--- src/design/scc_pkg.sv ---
package scc_pkg;
  // ---------------------------------------------------------------------------
  // clocking and timing
  // ---------------------------------------------------------------------------
  localparam int          CLK_MHZ          = 200;
  localparam int          SLOW_DIV         = 4;                  // memory clock to fabric ratio
  localparam int          TPLL_US          = 20;                 // memory pll lock wait, microseconds
  localparam int          TPLL_CYC         = TPLL_US * CLK_MHZ;  // 4000 cycles
  localparam int          CFG_LOW_NS       = 100;                // config pin low time
  localparam int          CFG_LOW_CYC      = (CFG_LOW_NS * CLK_MHZ + 999) / 1000;
  localparam int          IO_GAP           = 3;                  // processor bus update spacing

  // ---------------------------------------------------------------------------
  // processor bus address map
  // ---------------------------------------------------------------------------
  localparam logic [27:0] ADR_STATUS       = 28'h0000000;
  localparam logic [27:0] ADR_CMD          = 28'h0000004;
  localparam logic [27:0] ADR_REPEAT       = 28'h0000008;
  localparam logic [27:0] ADR_EXPECT       = 28'h000000c;
  localparam logic [27:0] ADR_RESULT       = 28'h0000010;
  localparam logic [27:0] ADR_STAGE_DONE   = 28'h0000014;
  localparam logic [27:0] ADR_ROM_BASE     = 28'h0000200;
  localparam logic [27:0] ADR_ODLY_BASE    = 28'h0004100;
  localparam int          ROM_DEPTH        = 16;
  localparam int          PIN_COUNT        = 8;

  // ---------------------------------------------------------------------------
  // stage-done codes written by the processor
  // ---------------------------------------------------------------------------
  localparam logic [1:0]  STG_INIT         = 2'h1;
  localparam logic [1:0]  STG_CAL          = 2'h2;

  // ---------------------------------------------------------------------------
  // sequencer states
  // ---------------------------------------------------------------------------
  typedef enum logic [6:0] {
    SC_RESET = 7'h01,
    SC_SKEW  = 7'h02,
    SC_CFG   = 7'h04,
    SC_PLL   = 7'h08,
    SC_CAL   = 7'h10,
    SC_OFFS  = 7'h20,
    SC_DONE  = 7'h40
  } scc_state_t;
endpackage : scc_pkg

--- src/design/scc_ctrl.sv ---
`timescale 1ns/1ps
// Summary of operation
// RL1: done flag high after init and calibration
// RL2: user commands only while done flag high
// RL3: phy exchange on divide-by-four slow enable
// RL4: processor bus updates at most every three
// RL5: helper turns registered command into single-cycle issue
// RL6: helper repeats reads and compares data
// RL7: after reset start with skew self-check
// RL8: skew results kept for tracking
// RL9: memory init then datapath calibration after skew
// RL10: compute tracking offsets before completion
// RL11: user commands pass only after completion
// RL12: decode bus, translate, mux read data
// RL13: logical delay address mapped to pinout address
// RL14: per-pin access gives nibble and register address
// RL15: config rom steers initialization and calibration
// RL16: config pin low then pll lock wait
// RL17: done low in reset, sticky until reset
module scc_ctrl #(
  parameter int TPLL_CYCLES = scc_pkg::TPLL_CYC,
  parameter int SKEW_W      = 8
) (
  // clock and reset
  input  wire logic        clk_i,
  input  wire logic        rstn_i,
  // calibration processor i/o bus
  input  wire logic        io_strobe_i,
  input  wire logic        io_write_i,
  input  wire logic [27:0] io_addr_i,
  input  wire logic [31:0] io_wdata_i,
  output logic      [31:0] io_rdata_o,
  output logic             io_ready_o,
  // phy skew self-check and offsets
  output logic             skew_start_o,
  input  wire logic        skew_done_i,
  input  wire logic [SKEW_W-1:0] skew_value_i,
  output logic             offs_start_o,
  input  wire logic        offs_done_i,
  output logic [SKEW_W-1:0] track_skew_o,
  // phy register interface
  output logic      [5:0]  riu_addr_o,
  output logic      [4:0]  riu_nibble_o,
  output logic      [15:0] riu_wdata_o,
  output logic             riu_wr_o,
  // phy command issue and read return
  output logic             phy_cmd_valid_o,
  output logic      [7:0]  phy_cmd_o,
  input  wire logic        phy_rd_valid_i,
  input  wire logic [31:0] phy_rd_data_i,
  // memory configuration pin
  output logic             mem_cfg_n_o,
  // user command gate, slow enable and done flag
  input  wire logic        user_cmd_valid_i,
  output logic             user_cmd_valid_o,
  output logic             slow_en_o,
  output logic             calibration_done_flag_o
);

  // ---------------------------------------------------------------------------
  // slow-domain enable
  // ---------------------------------------------------------------------------
  logic [1:0] div_r;
  wire        slow_en = (div_r == 2'(scc_pkg::SLOW_DIV - 1));
  // divide-by-four enable instead of a derived clock [RL3]
  always_ff @(posedge clk_i) begin
    if (!rstn_i) div_r <= 2'h0;
    else         div_r <= div_r + 2'h1;
  end
  assign slow_en_o = slow_en;

  // ---------------------------------------------------------------------------
  // bus decode
  // ---------------------------------------------------------------------------
  logic [1:0] gap_r;
  wire acc      = io_strobe_i && (gap_r == 2'h0);
  wire wr       = acc && io_write_i;
  wire sel_cmd  = (io_addr_i == scc_pkg::ADR_CMD);
  wire sel_rep  = (io_addr_i == scc_pkg::ADR_REPEAT);
  wire sel_exp  = (io_addr_i == scc_pkg::ADR_EXPECT);
  wire sel_stg  = (io_addr_i == scc_pkg::ADR_STAGE_DONE);
  wire sel_rom  = (io_addr_i[27:6] == scc_pkg::ADR_ROM_BASE[27:6]);  // 16 words, word aligned
  wire sel_pin  = (io_addr_i[27:3] == scc_pkg::ADR_ODLY_BASE[27:3]);
  // bus spacing guard: helper does fast work, bus may not [RL4]
  always_ff @(posedge clk_i) begin
    if (!rstn_i)  gap_r <= 2'h0;
    else if (acc) gap_r <= 2'(scc_pkg::IO_GAP - 1);
    else if (gap_r != 2'h0) gap_r <= gap_r - 2'h1;
  end

  // ---------------------------------------------------------------------------
  // configuration rom, run-time adjustable
  // ---------------------------------------------------------------------------
  logic [31:0] rom_r [scc_pkg::ROM_DEPTH];
  wire  [31:0] rom_rd = rom_r[io_addr_i[5:2]];
  // rom word 0 bit 0 skips the pll wait for faster bring-up [RL15]
  always_ff @(posedge clk_i) begin
    if (!rstn_i) begin
      for (int i = 0; i < scc_pkg::ROM_DEPTH; i++) rom_r[i] <= 32'h0;
    end else if (wr && sel_rom) begin
      rom_r[io_addr_i[5:2]] <= io_wdata_i;
    end
  end
  wire skip_pll = rom_r[0][0];

  // ---------------------------------------------------------------------------
  // pinout translation table, written at build per pinout
  // ---------------------------------------------------------------------------
  wire [2:0] pin = io_addr_i[2:0];
  logic [5:0] map_addr;
  logic [4:0] map_nib;
  // logical delay address to pinout-specific register address [RL13]
  always_comb begin
    map_addr = 6'hd + 6'(pin);
    map_nib  = 5'(pin[2]);
  end

  // per-pin access drives nibble and address to the phy bus [RL14]
  always_ff @(posedge clk_i) begin
    if (!rstn_i) begin
      riu_addr_o   <= 6'h0;
      riu_nibble_o <= 5'h0;
      riu_wdata_o  <= 16'h0;
      riu_wr_o     <= 1'b0;
    end else begin
      riu_wr_o <= wr && sel_pin;
      if (acc && sel_pin) begin
        riu_addr_o   <= map_addr;
        riu_nibble_o <= map_nib;
        riu_wdata_o  <= io_wdata_i[15:0];
      end
    end
  end

  // ---------------------------------------------------------------------------
  // helper: single-cycle command issue with repeat and compare
  // ---------------------------------------------------------------------------
  logic [7:0]  cmd_r;
  logic [15:0] rep_r;
  logic [31:0] exp_r;
  logic        busy_r;
  logic        mism_r;
  logic [15:0] rdcnt_r;
  wire         issue = busy_r;
  always_ff @(posedge clk_i) begin
    if (!rstn_i) begin
      cmd_r  <= 8'h0;
      rep_r  <= 16'h0;
      exp_r  <= 32'h0;
      busy_r <= 1'b0;
    end else begin
      if (wr && sel_exp) exp_r <= io_wdata_i;
      if (wr && sel_rep) rep_r <= io_wdata_i[15:0];
      if (wr && sel_cmd && !busy_r) begin
        cmd_r  <= io_wdata_i[7:0];
        busy_r <= 1'b1;                           // issue next cycle [RL5]
      end else if (busy_r) begin
        if (rep_r == 16'h0) busy_r <= 1'b0;
        else rep_r <= rep_r - 16'h1;              // back-to-back repeats [RL6]
      end
    end
  end
  assign phy_cmd_valid_o = issue;
  assign phy_cmd_o       = cmd_r;

  // compare returned data; set wins over the clearing command write [RL6]
  always_ff @(posedge clk_i) begin
    if (!rstn_i) begin
      mism_r  <= 1'b0;
      rdcnt_r <= 16'h0;
    end else if (phy_rd_valid_i) begin
      mism_r  <= (mism_r && !(wr && sel_cmd)) || (phy_rd_data_i != exp_r);
      rdcnt_r <= rdcnt_r + 16'h1;
    end else if (wr && sel_cmd) begin
      mism_r  <= 1'b0;
      rdcnt_r <= 16'h0;
    end
  end

  // ---------------------------------------------------------------------------
  // bring-up sequencer
  // ---------------------------------------------------------------------------
  scc_pkg::scc_state_t st_r, st_nxt;
  logic [15:0] tmr_r;
  logic        done_r;
  logic [SKEW_W-1:0] skew_r;
  wire stg_init = wr && sel_stg && (io_wdata_i[1:0] == scc_pkg::STG_INIT);
  wire stg_cal  = wr && sel_stg && (io_wdata_i[1:0] == scc_pkg::STG_CAL);
  wire tmr_zero = (tmr_r == 16'h0);

  // next-state selection
  always_comb begin
    st_nxt = st_r;
    case (st_r)
      scc_pkg::SC_RESET: st_nxt = scc_pkg::SC_SKEW;                     // skew check first [RL7]
      scc_pkg::SC_SKEW:  if (skew_done_i) st_nxt = scc_pkg::SC_CFG;      // init waits for it [RL9]
      scc_pkg::SC_CFG:   if (tmr_zero && stg_init) st_nxt = scc_pkg::SC_PLL;
      scc_pkg::SC_PLL:   if (tmr_zero || skip_pll) st_nxt = scc_pkg::SC_CAL; // [RL16]
      scc_pkg::SC_CAL:   if (stg_cal) st_nxt = scc_pkg::SC_OFFS;          // [RL9]
      scc_pkg::SC_OFFS:  if (offs_done_i) st_nxt = scc_pkg::SC_DONE;      // [RL10]
      scc_pkg::SC_DONE:  st_nxt = scc_pkg::SC_DONE;
      default:           st_nxt = scc_pkg::SC_RESET;
    endcase
  end

  // state, timers, skew capture
  always_ff @(posedge clk_i) begin
    if (!rstn_i) begin
      st_r   <= scc_pkg::SC_RESET;
      tmr_r  <= 16'h0;
      skew_r <= '0;
    end else begin
      st_r <= st_nxt;
      if (st_r == scc_pkg::SC_SKEW && skew_done_i) begin
        skew_r <= skew_value_i;                                      // held for tracking [RL8]
        tmr_r  <= 16'(scc_pkg::CFG_LOW_CYC);
      end else if (st_r == scc_pkg::SC_CFG && st_nxt == scc_pkg::SC_PLL) begin
        tmr_r  <= 16'(TPLL_CYCLES);
      end else if (!tmr_zero) begin
        tmr_r  <= tmr_r - 16'h1;
      end
    end
  end

  // sticky done flag [RL17]
  always_ff @(posedge clk_i) begin
    if (!rstn_i) done_r <= 1'b0;
    else if (st_r == scc_pkg::SC_DONE) done_r <= 1'b1;                 // [RL1]
  end

  assign skew_start_o            = (st_r == scc_pkg::SC_SKEW);
  assign offs_start_o            = (st_r == scc_pkg::SC_OFFS);
  assign track_skew_o            = skew_r;
  assign mem_cfg_n_o             = !(st_r == scc_pkg::SC_CFG);          // cfg low [RL16]
  assign calibration_done_flag_o = done_r;
  // early commands dropped, not queued [RL2] [RL11]
  assign user_cmd_valid_o        = user_cmd_valid_i && done_r;

  // ---------------------------------------------------------------------------
  // read-return multiplexer
  // ---------------------------------------------------------------------------
  wire [31:0] status = {16'(rdcnt_r), 7'h0, st_r, mism_r, done_r};
  logic [31:0] rd_mux;
  // return data chosen by decoded space [RL12]
  always_comb begin
    if (io_addr_i == scc_pkg::ADR_STATUS)      rd_mux = status;
    else if (io_addr_i == scc_pkg::ADR_RESULT) rd_mux = {15'h0, mism_r, rdcnt_r};
    else if (sel_rom)                          rd_mux = rom_rd;
    else if (sel_exp)                          rd_mux = exp_r;
    else if (sel_pin)                          rd_mux = {21'h0, map_nib, map_addr};
    else                                       rd_mux = 32'h0;
  end
  always_ff @(posedge clk_i) begin
    if (!rstn_i) begin
      io_rdata_o <= 32'h0;
      io_ready_o <= 1'b0;
    end else begin
      io_ready_o <= acc;
      if (acc && !io_write_i) io_rdata_o <= rd_mux;
    end
  end
endmodule : scc_ctrl

--- config.mk ---
export PLATFORM = sky130hd
export DESIGN_NAME = scc_ctrl
export DESIGN_NICKNAME = d
export VERILOG_FILES = /design/src/design/scc_pkg.sv /design/src/design/scc_ctrl.sv
export SDC_FILE = /design/constraint.sdc
export NUM_CORES = 1
export LEC_CHECK = 0
export BUFFER_PORTS_ARGS = -buffer_cell sky130_fd_sc_hd__buf_2
export CAP_MARGIN = 20
export CORE_MARGIN = 5
export CORE_UTILIZATION = 45
export DETAILED_ROUTE_END_ITERATION = 16
export PLACE_DENSITY = 0.61
export RECOVER_POWER = 25
export SYNTH_ARGS = -nofsm -noshare
export SYNTH_HDL_FRONTEND = slang
export SYNTH_SLANG_ARGS = --single-unit
--- constraint.sdc ---
create_clock -name clk_i -period 8.05 [get_ports clk_i]
set_input_delay 1.61 -clock clk_i [delete_from_list [all_inputs] [get_ports clk_i]]
set_output_delay 1.61 -clock clk_i [all_outputs]
set_load 0.02 [all_outputs]
==> impl_results.md <==
- Simple-gate portion of the synthesized area: 0.179
- Die H: 273 microns
- Cell leakage power: 0.0126 uW
- Die Span X: 273 microns
- # DRC: 0
- Flip-flop and latch count after synthesis: 678
- Count of final hold-check violations: 0
- Number of buffers and inverters on the critical path: 2
- NumNets Final: 2,648
- Total number of H-tree levels: 3
- Count of instances resized after the clock tree is built: 0
- Buffers from clock root to sink, at most: 3
- Cell-by-cell trace of the critical path: clkbuf_1 -> nand3_1 -> nor3_1 -> nand2_1 -> o21ai_0 -> buf_12
- Required time of the critical path: 8.35 ns
- Largest stage delay on the critical path: 1.66 ns
- Prevailing post-synth register cell: sky130_fd_sc_hd__edfxtp_1
- Class of the most critical setup path: input pin to flip-flop
- Initial antenna violation count: 3
- Post-CTS clock slew at the launch and capture registers of the worst setup and hold paths: 0.06 ns
- First drt pass iteration count: 6
- Antenna viol nets, final: 0
- Detail Placement HPWL: 61.8 mm
- ANT cells: 0
- RePlAce Congestion: 0.884
- Part of the Yosys area used for sequential elements: 0.603
- Number of hold buffers added after CTS: 0
- GR Util All Layers: 0.245
- Number of buffers inserted during clock tree synthesis: 71
- Synth Instances: 2,419
- Power density cells: 221 nW/um^2
- Time the final worst path needs with I/O delays and setup: 6.10 ns
- Number of design-rule violations left by the first detailed-router iteration: 2,478
- Largest net degree at the start of global routing: 80
- Total number of vias: 20,600
- Ys Warns: 0
- Compound-cell area share of the yosys netlist: 0.0593
- Highest-count cells in the layout ignoring fill and taps: 512 x sky130_fd_sc_hd__edfxtp_1, 487 x sky130_fd_sc_hd__and2_1, 218 x sky130_fd_sc_hd__nand2_1
- Final cycle utilization of the critical path: 0.758
- Setup Viol. Count Final: 0
- CP Launch Type: input pin
- Post-Route Utilization: 0.513
- Maximum achievable frequency: 164 MHz
- Clock network latency to the later pin of the worst-skew pair: 0.62 ns
- Die footprint: 74,300 sq um
- Number of setup buffers added after CTS: 0
- Vias in the first global route: 20,100
- Unrepaired setup endpoints after global routing: false
- Max Fanout on Critical Path: 36
- Number of enable flip-flop cells after synthesis: 512
- Grt ovf: 0
- Final count of pins violating max slew: 199
- Global-route wire length before repair: 136 mm
- Endpoint arrival time on the critical path: 6.40 ns
- Violated checks: capacitance limit, slew limit
- Standard cell core area: 68,500 sq um
- Root Buffer Master: sky130_fd_sc_hd__clkbuf_16
- Combinational family with the most area after synthesis: simple AND/OR/NAND/NOR gates
- Ys async rst share: 0
- Most common cell after layout, fill and taps aside: sky130_fd_sc_hd__edfxtp_1
- Mux contribution to synthesized area: 0.111
- Mean cell area of the mapped netlist: 12.8 sq um
- Total negative slack: 0 ns
- Max-cap violation count: 6
- Area growth from synthesis to layout: 13.4%
- Xor and xnor area share after synthesis: 0.0150
- Endpoint kind of the worst setup timing path: flip-flop
- I/O pin cnt: 192
- Family with the most delay on the worst path: simple AND/OR/NAND/NOR gates
- Setup skew after layout: 0.0182 ns
- Number of buffers added on ports: 186
- Ratio of cells with drive above 1 in the final layout: 0.170
- Share of synthesized cell area in full adder, half adder and majority cells: 0.00363
- Critical-path top delay cell: sky130_fd_sc_hd__o21ai_0
- Worst max-slew margin expressed relative to the limit: -1.11
- Netlist area before placement: 31,000 sq um
- Post-detailed-route via-to-cell ratio: 5.94
- Min-delay worst type: flip-flop to flip-flop
- Row count: 96
- Sum of routed wire length over all layers: 92.8 mm
- CTS sink cnt: 678
- CTS tree: yes
- Worst vdd rail ir drop: 0.140 mV
- Synth unique cells: 70
- Initial Util: 0.453
- Result of the run: finished with violations
- Slew at the pin closest to its max-slew limit: 3.17 ns
- Average routed wire per standard cell: 26.8 microns
## through the flow
stage / setup slack [ns] / power (uW) / instances / area (sq um) / hold slack (ns)
3_5_place_dp: 2.55 / 4650 / 3337 / 33100 / 0.426
5_1_grt: 1.65 / 8010 / 3462 / 35200 / 0.447
4_1_cts: 3.26 / 7820 / 3459 / 35300 / 0.434
2_1_floorplan: 2.45 / 4390 / 2423 / 31000 / 0.399
6_report: 1.95 / 7780 / 3462 / 35200 / 0.429
3_3_place_gp: 2.46 / 4630 / 3320 / 32800 / 0.408
## Yosys cell counts (all sizes together), types with 6 or more instances
| cell type | count | share of area |
|---|---|---|
| a211oi | 8 | 0.0019 |
| a21o | 6 | 0.0015 |
| a21oi | 103 | 0.017 |
| a22o | 10 | 0.0028 |
| a22oi | 38 | 0.0092 |
| a31oi | 8 | 0.0016 |
| and2 | 504 | 0.10 |
| buf | 40 | 0.0067 |
| clkbuf | 165 | 0.020 |
| dfxtp | 166 | 0.11 |
| edfxtp | 512 | 0.50 |
| ha | 9 | 0.0036 |
| inv | 20 | 0.0024 |
| mux2i | 18 | 0.0058 |
| mux4 | 145 | 0.11 |
| nand2 | 218 | 0.026 |
| nand2b | 12 | 0.0024 |
| nand3 | 36 | 0.0060 |
| nand4 | 15 | 0.0032 |
| nor2 | 79 | 0.0096 |
| nor2b | 7 | 0.0014 |
| nor3 | 42 | 0.0069 |
| nor3b | 6 | 0.0015 |
| nor4 | 25 | 0.0073 |
| nor4b | 7 | 0.0024 |
| o211ai | 18 | 0.0044 |
| o21ai | 60 | 0.0097 |
| o221ai | 6 | 0.0017 |
| o22ai | 9 | 0.0018 |
| o31ai | 7 | 0.0017 |
| or2 | 7 | 0.0014 |
| or3 | 11 | 0.0022 |
| xnor2 | 13 | 0.0037 |
| xor2 | 40 | 0.011 |
## sequential cells by signal, summed over array words and instances, names as in the netlist, 2 cells and up
signal,count
gap_r,2
st_r,7
track_skew_o,8
rdcnt_r,16
exp_r,32
riu_wdata_o,16
io_rdata_o,32
rep_r,16
tmr_r,16
phy_cmd_o,8
riu_addr_o,5
rom_r,512
div_r,2
## power breakdown
group | switching (uW) | internal [uW]
Clock | 1360 | 1840
Sequential | 52.1 | 3860
Combinational | 425 | 244
## worst reg2reg max path: cells and delay by family, from the launching register on
kind | cells | cell delay [ns]
AOI/OAI and AO/OA | 1 | 1.66
buffers and inverters | 1 | 0.30
DFF | 1 | 0.35
and+or+nand+nor | 4 | 2.05
## final cells by class
type / instances / area [sq um]
Timing Repair Buffer: 240 / 1450
Clock buffer: 98 / 1970
Inverter: 21 / 78.8
Sequential cell: 678 / 18700
Clock inverter: 24 / 235
Multi-Input combinational cell: 1519 / 11600
Fill cell: 5873 / 33300
Tap cell: 882 / 1100
## worst paths after layout
path | startpoint | cells past startpoint | end | slack [ns]
max | rstn_i | 6 | rom_r[6][22] | 1.95
min reg2reg | div_r[0] | 1 | div_r[0] | 0.43
min | div_r[0] | 1 | div_r[0] | 0.43
max reg2reg | gap_r[1] | 6 | rom_r[6][22] | 3.38
## cells by family after synthesis
group / count (synthesis)
adders and majority gates: 9
and+or+nand+nor: 993
AOI/OAI and AO/OA: 296
buffers and inverters: 226
other: 1
muxes: 163
xor gates and xnor gates: 53
DFF: 678
## routing by layer
layer	part of all wire	track usage
met1	0.42	0.354
met2	0.46	0.381
met3	0.088	0.0457
met4	0.029	0.0735
met5	0	0
Power figures use the tool's default switching activity.
